### src/rtl/atr_pkg.sv
// constants shared by the auto-reload timer modules
package atr_pkg;
  // register byte offsets on the bus
  localparam logic [7:0] ATR_OFS_COUNT = 8'h00;
  localparam logic [7:0] ATR_OFS_RELOAD = 8'h04;
  localparam logic [7:0] ATR_OFS_CLKCFG = 8'h08;
  localparam logic [7:0] ATR_OFS_IRQ_STS = 8'h0c;
  localparam logic [7:0] ATR_OFS_IRQ_MASK = 8'h10;
  localparam logic [7:0] ATR_OFS_CTRL = 8'hc8;
  // timer_five_control field positions
  localparam int ATR_B_HI_FLAG = 7;
  localparam int ATR_B_LO_FLAG = 6;
  localparam int ATR_B_LO_IRQ_EN = 5;
  localparam int ATR_B_SPLIT = 3;
  localparam int ATR_B_RUN = 2;
  localparam int ATR_B_EXT_SEL = 0;
  // byte_clock_config_reg field positions
  localparam int ATR_B_HI_PICK = 1;
  localparam int ATR_B_LO_PICK = 0;
  // interrupt status and mask field positions
  localparam int ATR_B_IRQ_HI = 0;
  localparam int ATR_B_IRQ_LO = 1;
  // reset values
  localparam logic [7:0] ATR_CTRL_RST = 8'h00;
  localparam logic [15:0] ATR_COUNT_RST = 16'h0000;
  localparam logic [15:0] ATR_RELOAD_RST = 16'h0000;
  localparam logic [1:0] ATR_CLKCFG_RST = 2'h0;
  localparam logic [1:0] ATR_IRQ_RST = 2'h0;
  // prescaler divide ratios
  localparam int ATR_CORE_DIV = 12;
  localparam int ATR_EXT_DIV = 8;
  // bus responses
  localparam logic [1:0] ATR_RESP_OKAY = 2'h0;
  localparam logic [1:0] ATR_RESP_SLVERR = 2'h2;
endpackage : atr_pkg

### src/rtl/atr_tick_if.sv
// prescaled tick carrier between prescaler and timer core
interface atr_tick_if;
  logic ext_select; // external source chosen
  logic presc_tick; // one-cycle prescaled tick
  modport core (output ext_select, input presc_tick);
  modport presc (input ext_select, output presc_tick);
endinterface : atr_tick_if

### src/rtl/atr_prescale.sv
// prescaler: core clock divided by 12 or external clock divided by 8
module atr_prescale
  import atr_pkg::*;
#(
  parameter int CORE_DIV = atr_pkg::ATR_CORE_DIV,
  parameter int EXT_DIV = atr_pkg::ATR_EXT_DIV
) (
  input wire logic aclk, // core clock
  input wire logic aresetn, // synchronous reset, active low
  input wire logic ext_clk, // external clock pin
  atr_tick_if.presc tick // prescaled tick out
);
  import atr_pkg::*;

  // refuse divide ratios that the 8-bit dividers cannot count
  if (CORE_DIV < 2 || CORE_DIV > 256 ||
      EXT_DIV < 2 || EXT_DIV > 256) begin : g_bad_div
    $error("atr_prescale: divide ratio out of range");
  end

  localparam logic [7:0] CORE_LAST = 8'(CORE_DIV - 1);
  localparam logic [7:0] EXT_LAST = 8'(EXT_DIV - 1);

  logic [7:0] core_cnt_q;
  logic [7:0] ext_cnt_q;
  logic sync1_q;
  logic sync2_q;
  logic sync3_q;
  logic tick_q;

  ////////////////////////////////////////////////////////////////////////////
  // edge of the synchronised external clock; sync1 feeds only sync2
  wire ext_rise = sync2_q & ~sync3_q;
  wire core_wrap = core_cnt_q == CORE_LAST;
  wire ext_wrap = ext_rise & (ext_cnt_q == EXT_LAST);
  wire tick_d = tick.ext_select ? ext_wrap : core_wrap;

  // two-flop synchroniser plus one stage for edge detection
  always_ff @(posedge aclk) begin
    if (!aresetn) begin
      sync1_q <= 1'b0;
      sync2_q <= 1'b0;
      sync3_q <= 1'b0;
    end else begin
      sync1_q <= ext_clk;
      sync2_q <= sync1_q;
      sync3_q <= sync2_q;
    end
  end

  // both dividers run freely so a source switch takes effect at once
  always_ff @(posedge aclk) begin
    if (!aresetn) begin
      core_cnt_q <= 8'h00;
      ext_cnt_q <= 8'h00;
      tick_q <= 1'b0;
    end else begin
      core_cnt_q <= core_wrap ? 8'h00 : core_cnt_q + 8'h01;
      if (ext_rise)
        ext_cnt_q <= ext_wrap ? 8'h00 : ext_cnt_q + 8'h01;
      tick_q <= tick_d;
    end
  end

  assign tick.presc_tick = tick_q;

endmodule : atr_prescale

### src/rtl/atr_timer.sv
// auto-reload timer with control register, interrupts and axi4-lite slave
// How it works
// - high byte rolling ff to 00 sets the high overflow flag.
// - in 16-bit mode, full count wrapping ffff to 0000 sets high flag.
// - high flag set raises the interrupt when the timer interrupt is enabled; here only a hardware overflow does, not a software write.
// - hardware never clears either flag; software clears by writing it.
// - low byte rolling ff to 00 sets the low flag in every mode.
// - low overflow interrupts when low irq enable and timer irq enabled.
// - control bits 4 and 1 read zero and ignore writes.
// - split select 0 gives one 16-bit counter, 1 gives two 8-bit ones.
// - in 16-bit mode the counter advances only while run bit is set.
// - in split mode run gates only the high byte; low byte always runs.
// - external select 0 clocks from core clock divided by 12.
// - external select 1 clocks from external clock divided by 8, synced.
// - per-byte picks choose prescaled tick or undivided core clock.
module atr_timer
  import atr_pkg::*;
(
  input wire logic aclk, // core clock, 50 MHz
  input wire logic aresetn, // synchronous reset, active low
  input wire logic ext_clk, // external timer clock pin
  input wire logic [7:0] s_axi_awaddr, // write address
  input wire logic s_axi_awvalid, // write address valid
  output logic s_axi_awready, // write address ready
  input wire logic [31:0] s_axi_wdata, // write data
  input wire logic [3:0] s_axi_wstrb, // write byte lanes
  input wire logic s_axi_wvalid, // write data valid
  output logic s_axi_wready, // write data ready
  output logic [1:0] s_axi_bresp, // write response
  output logic s_axi_bvalid, // write response valid
  input wire logic s_axi_bready, // write response ready
  input wire logic [7:0] s_axi_araddr, // read address
  input wire logic s_axi_arvalid, // read address valid
  output logic s_axi_arready, // read address ready
  output logic [31:0] s_axi_rdata, // read data
  output logic [1:0] s_axi_rresp, // read response
  output logic s_axi_rvalid, // read data valid
  input wire logic s_axi_rready, // read data ready
  output logic irq // level interrupt, active high
);
  import atr_pkg::*;

  ////////////////////////////////////////////////////////////////////////////
  // decoding shared by the read and write paths
  function automatic logic atr_mapped(input logic [7:0] addr);
    atr_mapped = (addr[7:2] == ATR_OFS_COUNT[7:2]) ||
      (addr[7:2] == ATR_OFS_RELOAD[7:2]) ||
      (addr[7:2] == ATR_OFS_CLKCFG[7:2]) ||
      (addr[7:2] == ATR_OFS_IRQ_STS[7:2]) ||
      (addr[7:2] == ATR_OFS_IRQ_MASK[7:2]) ||
      (addr[7:2] == ATR_OFS_CTRL[7:2]);
  endfunction : atr_mapped

  // merge written byte lanes into a 16-bit register
  function automatic logic [15:0] atr_merge16(input logic [15:0] old,
                                              input logic [31:0] data,
                                              input logic [3:0] strb);
    atr_merge16 = {strb[1] ? data[15:8] : old[15:8],
                   strb[0] ? data[7:0] : old[7:0]};
  endfunction : atr_merge16

  atr_tick_if tick_bus ();

  atr_prescale u_presc (
    .aclk(aclk),
    .aresetn(aresetn),
    .ext_clk(ext_clk),
    .tick(tick_bus.presc)
  );

  // register state
  logic hi_flag_q;
  logic lo_flag_q;
  logic lo_irq_en_q;
  logic split_q;
  logic run_q;
  logic ext_sel_q;
  logic [15:0] count_q;
  logic [15:0] reload_q;
  logic [1:0] clkcfg_q;
  logic [1:0] sts_q;
  logic [1:0] mask_q;
  // bus state
  logic [7:0] awaddr_q;
  logic aw_full_q;
  logic [31:0] wdata_q;
  logic [3:0] wstrb_q;
  logic w_full_q;
  logic awready_q;
  logic wready_q;
  logic bvalid_q;
  logic [1:0] bresp_q;
  logic arready_q;
  logic rvalid_q;
  logic [31:0] rdata_q;
  logic [1:0] rresp_q;
  logic irq_q;

  ////////////////////////////////////////////////////////////////////////////
  // write channel handshakes; address and data may come in either order
  wire aw_take = s_axi_awvalid & awready_q;
  wire w_take = s_axi_wvalid & wready_q;
  // the write lands only when both halves are held and no answer waits;
  // this keeps one write in flight without an extra state bit
  wire do_write = aw_full_q & w_full_q & ~bvalid_q;
  wire bvalid_d = do_write | (bvalid_q & ~s_axi_bready);
  wire aw_full_d = (aw_full_q | aw_take) & ~do_write;
  wire w_full_d = (w_full_q | w_take) & ~do_write;
  // ready stays low while a held item or a response is pending
  wire awready_d = ~aw_full_d & ~bvalid_d;
  wire wready_d = ~w_full_d & ~bvalid_d;
  wire wr_ok = atr_mapped(awaddr_q);
  wire wr_ctrl = do_write & (awaddr_q[7:2] == ATR_OFS_CTRL[7:2]) & wstrb_q[0];
  wire wr_count = do_write & (awaddr_q[7:2] == ATR_OFS_COUNT[7:2]);
  wire wr_reload = do_write & (awaddr_q[7:2] == ATR_OFS_RELOAD[7:2]);
  wire wr_clkcfg = do_write & (awaddr_q[7:2] == ATR_OFS_CLKCFG[7:2]) &
    wstrb_q[0];
  wire wr_sts = do_write & (awaddr_q[7:2] == ATR_OFS_IRQ_STS[7:2]) &
    wstrb_q[0];
  wire wr_mask = do_write & (awaddr_q[7:2] == ATR_OFS_IRQ_MASK[7:2]) &
    wstrb_q[0];

  // read channel: one read in flight, answered the cycle after it is taken
  wire ar_take = s_axi_arvalid & arready_q;
  wire rvalid_d = ar_take | (rvalid_q & ~s_axi_rready);
  wire arready_d = ~rvalid_d;
  // only the word index is decoded; the two low address bits are ignored
  wire rd_ok = atr_mapped(s_axi_araddr);
  wire [5:0] rd_idx = s_axi_araddr[7:2];

  ////////////////////////////////////////////////////////////////////////////
  // control readback with unused bits 4 and 1 forced to zero
  wire [7:0] ctrl_rd = {hi_flag_q, lo_flag_q, lo_irq_en_q, 1'b0,
                        split_q, run_q, 1'b0, ext_sel_q};
  wire [31:0] rdata_d =
    (rd_idx == ATR_OFS_COUNT[7:2]) ? {16'h0000, count_q} :
    (rd_idx == ATR_OFS_RELOAD[7:2]) ? {16'h0000, reload_q} :
    (rd_idx == ATR_OFS_CLKCFG[7:2]) ? {30'h0, clkcfg_q} :
    (rd_idx == ATR_OFS_IRQ_STS[7:2]) ? {30'h0, sts_q} :
    (rd_idx == ATR_OFS_IRQ_MASK[7:2]) ? {30'h0, mask_q} :
    (rd_idx == ATR_OFS_CTRL[7:2]) ? {24'h000000, ctrl_rd} :
    32'h00000000;

  ////////////////////////////////////////////////////////////////////////////
  // tick choice per byte: undivided core clock or the prescaled tick
  assign tick_bus.ext_select = ext_sel_q;
  // a pick of one bypasses the prescaler, so that byte steps every enabled cycle; the high pick has no effect in 16-bit mode
  wire lo_tick = clkcfg_q[ATR_B_LO_PICK] | tick_bus.presc_tick;
  wire hi_tick = clkcfg_q[ATR_B_HI_PICK] | tick_bus.presc_tick;

  // step enables; in 16-bit mode the low pick clocks the whole counter
  wire step16 = ~split_q & run_q & lo_tick;
  wire step_lo = split_q & lo_tick;
  wire step_hi = split_q & run_q & hi_tick;
  wire [7:0] lo_cnt = count_q[7:0];
  wire [7:0] hi_cnt = count_q[15:8];
  wire wrap16 = step16 & (count_q == 16'hffff);
  wire lo_wrap = (step16 | step_lo) & (lo_cnt == 8'hff);
  wire hi_wrap = wrap16 | (step_hi & (hi_cnt == 8'hff));

  // next count: a reload replaces the rollover in the same cycle
  wire [15:0] cnt16_d = wrap16 ? reload_q : count_q + 16'h0001;
  wire [7:0] lo8_d = (lo_cnt == 8'hff) ? reload_q[7:0] :
    lo_cnt + 8'h01;
  wire [7:0] hi8_d = (hi_cnt == 8'hff) ? reload_q[15:8] :
    hi_cnt + 8'h01;
  // split mode: each byte wraps and reloads on its own
  wire [15:0] split_d = {step_hi ? hi8_d : hi_cnt,
                         step_lo ? lo8_d : lo_cnt};
  // a software write to the count wins over a step in the same cycle
  wire [15:0] count_d = wr_count ? atr_merge16(count_q, wdata_q, wstrb_q) :
    split_q ? split_d :
    step16 ? cnt16_d : count_q;

  // flags: an overflow in the same cycle as a software write still sets
  // writing a one sets a flag too, but leaves the status and interrupt untouched
  wire hi_flag_d = hi_wrap |
    (wr_ctrl ? wdata_q[ATR_B_HI_FLAG] : hi_flag_q);
  wire lo_flag_d = lo_wrap |
    (wr_ctrl ? wdata_q[ATR_B_LO_FLAG] : lo_flag_q);

  // interrupt events; the low one only counts when its enable is set
  wire [1:0] ev;
  assign ev[ATR_B_IRQ_HI] = hi_wrap;
  assign ev[ATR_B_IRQ_LO] = lo_wrap & lo_irq_en_q;
  wire [1:0] sts_clr = wr_sts ? wdata_q[1:0] : 2'h0;
  // a new event beats a software clear that falls in the same cycle
  wire [1:0] sts_d = ev | (sts_q & ~sts_clr);
  // the mask stands for the core's timer interrupt enable
  wire irq_d = |(sts_d & mask_q);

  ////////////////////////////////////////////////////////////////////////////
  // write channel holding registers
  always_ff @(posedge aclk) begin
    if (!aresetn) begin
      awaddr_q <= 8'h00;
      aw_full_q <= 1'b0;
      wdata_q <= 32'h00000000;
      wstrb_q <= 4'h0;
      w_full_q <= 1'b0;
    end else begin
      if (aw_take)
        awaddr_q <= s_axi_awaddr;
      if (w_take) begin
        wdata_q <= s_axi_wdata;
        wstrb_q <= s_axi_wstrb;
      end
      aw_full_q <= aw_full_d;
      w_full_q <= w_full_d;
    end
  end

  // bus answer registers; unmapped addresses answer slverr
  always_ff @(posedge aclk) begin
    if (!aresetn) begin
      awready_q <= 1'b0;
      wready_q <= 1'b0;
      bvalid_q <= 1'b0;
      bresp_q <= ATR_RESP_OKAY;
      arready_q <= 1'b0;
      rvalid_q <= 1'b0;
      rdata_q <= 32'h00000000;
      rresp_q <= ATR_RESP_OKAY;
    end else begin
      awready_q <= awready_d;
      wready_q <= wready_d;
      bvalid_q <= bvalid_d;
      if (do_write)
        bresp_q <= wr_ok ? ATR_RESP_OKAY : ATR_RESP_SLVERR;
      arready_q <= arready_d;
      rvalid_q <= rvalid_d;
      if (ar_take) begin
        rdata_q <= rdata_d;
        rresp_q <= rd_ok ? ATR_RESP_OKAY : ATR_RESP_SLVERR;
      end
    end
  end

  // control register; bits 4 and 1 have no storage at all
  always_ff @(posedge aclk) begin
    if (!aresetn) begin
      hi_flag_q <= ATR_CTRL_RST[ATR_B_HI_FLAG];
      lo_flag_q <= ATR_CTRL_RST[ATR_B_LO_FLAG];
      lo_irq_en_q <= ATR_CTRL_RST[ATR_B_LO_IRQ_EN];
      split_q <= ATR_CTRL_RST[ATR_B_SPLIT];
      run_q <= ATR_CTRL_RST[ATR_B_RUN];
      ext_sel_q <= ATR_CTRL_RST[ATR_B_EXT_SEL];
    end else begin
      hi_flag_q <= hi_flag_d;
      lo_flag_q <= lo_flag_d;
      if (wr_ctrl) begin
        lo_irq_en_q <= wdata_q[ATR_B_LO_IRQ_EN];
        split_q <= wdata_q[ATR_B_SPLIT];
        run_q <= wdata_q[ATR_B_RUN];
        ext_sel_q <= wdata_q[ATR_B_EXT_SEL];
      end
    end
  end

  // counter, reload, clock picks
  always_ff @(posedge aclk) begin
    if (!aresetn) begin
      count_q <= ATR_COUNT_RST;
      reload_q <= ATR_RELOAD_RST;
      clkcfg_q <= ATR_CLKCFG_RST;
    end else begin
      count_q <= count_d;
      if (wr_reload)
        reload_q <= atr_merge16(reload_q, wdata_q, wstrb_q);
      if (wr_clkcfg)
        clkcfg_q <= wdata_q[1:0];
    end
  end

  // sticky interrupt status, mask and the registered interrupt line
  always_ff @(posedge aclk) begin
    if (!aresetn) begin
      sts_q <= ATR_IRQ_RST;
      mask_q <= ATR_IRQ_RST;
      irq_q <= 1'b0;
    end else begin
      sts_q <= sts_d;
      if (wr_mask)
        mask_q <= wdata_q[1:0];
      irq_q <= irq_d;
    end
  end

  // every port is driven straight from a flip-flop
  assign s_axi_awready = awready_q;
  assign s_axi_wready = wready_q;
  assign s_axi_bvalid = bvalid_q;
  assign s_axi_bresp = bresp_q;
  assign s_axi_arready = arready_q;
  assign s_axi_rvalid = rvalid_q;
  assign s_axi_rdata = rdata_q;
  assign s_axi_rresp = rresp_q;
  assign irq = irq_q;

endmodule : atr_timer

### config.mk
export PLATFORM = sky130hd
export DESIGN_NAME = atr_timer
export DESIGN_NICKNAME = d
export VERILOG_FILES = /design/src/rtl/atr_pkg.sv /design/src/rtl/atr_tick_if.sv /design/src/rtl/atr_prescale.sv /design/src/rtl/atr_timer.sv
export SDC_FILE = /design/constraint.sdc
export NUM_CORES = 1
export LEC_CHECK = 0
export BUFFER_PORTS_ARGS = -buffer_cell sky130_fd_sc_hd__buf_4
export CAP_MARGIN = 20
export CORE_MARGIN = 2
export CORE_UTILIZATION = 40
export CTS_CLUSTER_SIZE = 16
export DETAILED_ROUTE_END_ITERATION = 6
export SYNTH_ARGS = -nofsm -noshare
export SYNTH_HDL_FRONTEND = slang
export SYNTH_HIERARCHICAL = 1
export SYNTH_SLANG_ARGS = --single-unit
### constraint.sdc
create_clock -name aclk -period 2.2 [get_ports aclk]
set_input_delay 0.11 -clock aclk [delete_from_list [all_inputs] [get_ports aclk]]
set_output_delay 0.11 -clock aclk [all_outputs]
set_load 0.01 [all_outputs]
==> metrics.txt <==
I/O pins=a little over 100; count leader, synth=dfxtp_1; Initial Util=about two fifths; Final Hold Fails=0; number of global-route vias before repair=around 5200; Yosys reg bits=roughly 110; r2r setup slk=about 140 ps; Main synth FF type=dfxtp_1; H-tree levels=4; Worst setup SP type=flop; Worst Skew=a little over 5 ps; Routed Antenna Nets=0; Hold Slack=between 15 and 20 ps; status=complete, no violations; Clock Pin Slew Worst Setup and Hold Paths=~50 ps; # DRC=0; Detailed Place HPWL=12400 µm; fin cells=1000; clk_lat worst skew=approximately 420 ps; routability cong.=a little over 0.9; synth cell count leaders=dfxtp_1 (114), nand2_1 (85), nor2_1 (34); CP required=2510 ps; Avg Synthesized Cell Area=8.70 µm²; Die Wd=127 µm; WL per Instance=roughly 17 µm; yosys warns=6; VDD IR max=~490 µV; CP arrival=approximately 2400 ps; FMAX=around 500 MHz; Fin Setup TNS=0 ps; area leader, netlist=dfxtp_1; Core Box Area=about 0.015 mm²; Avg Vias per Cell=5.57; Leak Pwr=around 3.0 nW; iteration count of the initial detailed-routing pass=5; Final period util=between 90% and 100%; Async SR Flop Fraction=0%; Max-cap violations=0; first-pass GRT wire length=approximately 28000 µm; cts bufs inserted=17; Worst Tran Pin Value=between 700 and 800 ps; pin count of the biggest net entering global routing=62; Post-Place Cells=~940; RSZ-0062 raised after global routing=false; layout cells sized above 1=about a fifth; routed vias=5571; First DRT Iteration DRCs=between 500 and 600; final wirelength=roughly 17000 µm; Die Y=127 µm; Syn-to-layout area delta=27.3%; sequential element share of the synthesized area=37.7%; Die Area=0.0161 mm²; GRT Residual Overflow=0; Synth top area share=37.7%; TritonCTS clock tree=yes; Sink Count=around 110; Synth cell types=80; CP Class=flop to flop; layout net count=between 800 and 900; dominant cells by area after synthesis=dfxtp_1 (38%), nand2_1 (5.3%), mux2i_1 (4.6%), a21boi_0 (3.7%), buf_4 (3.1%); Reg2Reg Depth=5; fillers=~1300; Max stage delay on crit path=approximately 400 ps; Critical Path End Type=flop; Total Power=approximately 5.5 mW; Hold Path Class=input port to flop; EDFF count, synth=0; CTS Buffer Depth=2; Hold Path Depth=3; crit-path cells=nor4_2, and3_1, nand2b_1, o311ai_0, o221a_2; root buffer cell=clkbuf_16; Max FO, Critical Path=8; Syn Inst Count=696; Final setup violation count=0; Ant. Diodes=0; initial antenna violation count=0; slew margin rel.=between 40% and 50%; Total Routing Usage GR=roughly 22%; cell area after synthesis=0.00606 mm²; Max Slew Vio Count=0; crit path max-delay cell type=and3_1; number of buffers added on ports=a little over 60; minimum clock period=between 2000 and 2500 ps; Rows=44; PwrDens=713 mW/mm²
## final cells by class
type,instances,area [µm²],area share (%)
multi-input combinational,525,3430,44.4
clock inverter,15,206,2.68
clock buffer,17,425,5.52
sequential,114,2280,29.6
timing repair buffer,138,1120,14.5
tap,184,230,2.98
inverter,7,26.3,0.341
## power breakdown
group          internal, mW  leakage (nW)  switching [mW]
logic                 0.192          1.73           0.194
registers              2.13         0.925          0.0558
clock network          1.90         0.304            1.03
## layout by cell type, fill, tap and decap left out, types with 6 or more instances in the layout
cell / count
clkbuf_16: 17
a211o_1: 7
dfxtp_1: 114
xor2_1: 9
a221oi_1: 9
or3_1: 12
nor2_1: 34
conb_1: 18
nor2b_1: 29
a22oi_1: 8
nor3_1: 12
nand2_1: 85
nor3b_1: 9
mux2i_1: 28
a21oi_1: 24
inv_1: 7
o211ai_1: 10
nand4_1: 6
a31oi_1: 9
dlygate4sd3_1: 27
nand3_1: 32
nand2b_1: 7
buf_4: 110
a21boi_0: 30
nor4_1: 7
o21ai_0: 29
o211a_1: 6
and2_1: 7
xnor2_1: 8
and3_1: 7
## final timing paths
kind	start	to
worst max-delay path	awaddr_q[6]$_SDFFE_PN0P_	count_q[4]$_SDFFE_PN0P_
worst min-delay path	s_axi_awvalid	aw_full_q$_SDFF_PN0_
worst max register to register	awaddr_q[6]$_SDFFE_PN0P_	count_q[4]$_SDFFE_PN0P_
worst min register to register	u_presc/sync1_q$_SDFF_PN0_	u_presc/sync2_q$_SDFF_PN0_
## cells by family (layout without fill, tap and decap cells)
kind of cell	count (synthesis)	after routing	share of synthesized area (%)
AOI/OAI and AO/OA	172	172	20.7
xor gates and xnor gates	17	17	2.46
adders and majority gates	4	4	0.826
buffers and inverters	74	177	6.80
DFF	114	114	37.7
muxes	31	31	5.25
other	1	18	0.0619
and+or+nand+nor	283	283	26.3
## metal layers
metal / GRT usage (%) / wire (µm)
met1: 29.7 / 7780
met2: 34.3 / 7960
met3: 5.36 / 1200
met4: 7.76 / 338
met5: 0 / 0
## per-stage QoR
step	utilization [%]	worst slack (ps)	instance area [µm²]
2_1_floorplan	-	181	6120
3_5_place_dp	46.5	187	6810
4_1_cts	52.7	201	7710
5_1_grt	52.7	79.8	7710
6_report	52.7	142	7710
3_3_place_gp	46.5	255	6810
## worst max-delay path: cells and delay by family (launching register included)
kind	cells	cell delay, ps
AND/OR/NAND/NOR	3	1100
AO/OA/AOI/OAI	2	490
flip-flops	1	350
## state kept, by name, summed over array words and instances, names as in the netlist, 2 cells and up
| register | flops |
|---|---|
| wstrb_q | 2 |
| mask_q | 2 |
| awaddr_q | 6 |
| wdata_q | 16 |
| clkcfg_q | 2 |
| u_presc/core_cnt_q | 8 |
| sts_q | 2 |
| u_presc/ext_cnt_q | 8 |
| reload_q | 16 |
| count_q | 16 |
| s_axi_rdata | 16 |
## what timing repair did
action	4_1_cts	5_1_grt
endpoints found under the hold margin	27	0
resized for setup	0	0
buffers inserted	0	0
hold buffers	27	0
setup endpoints to repair	0	0
(Power assumes the default switching activity.)
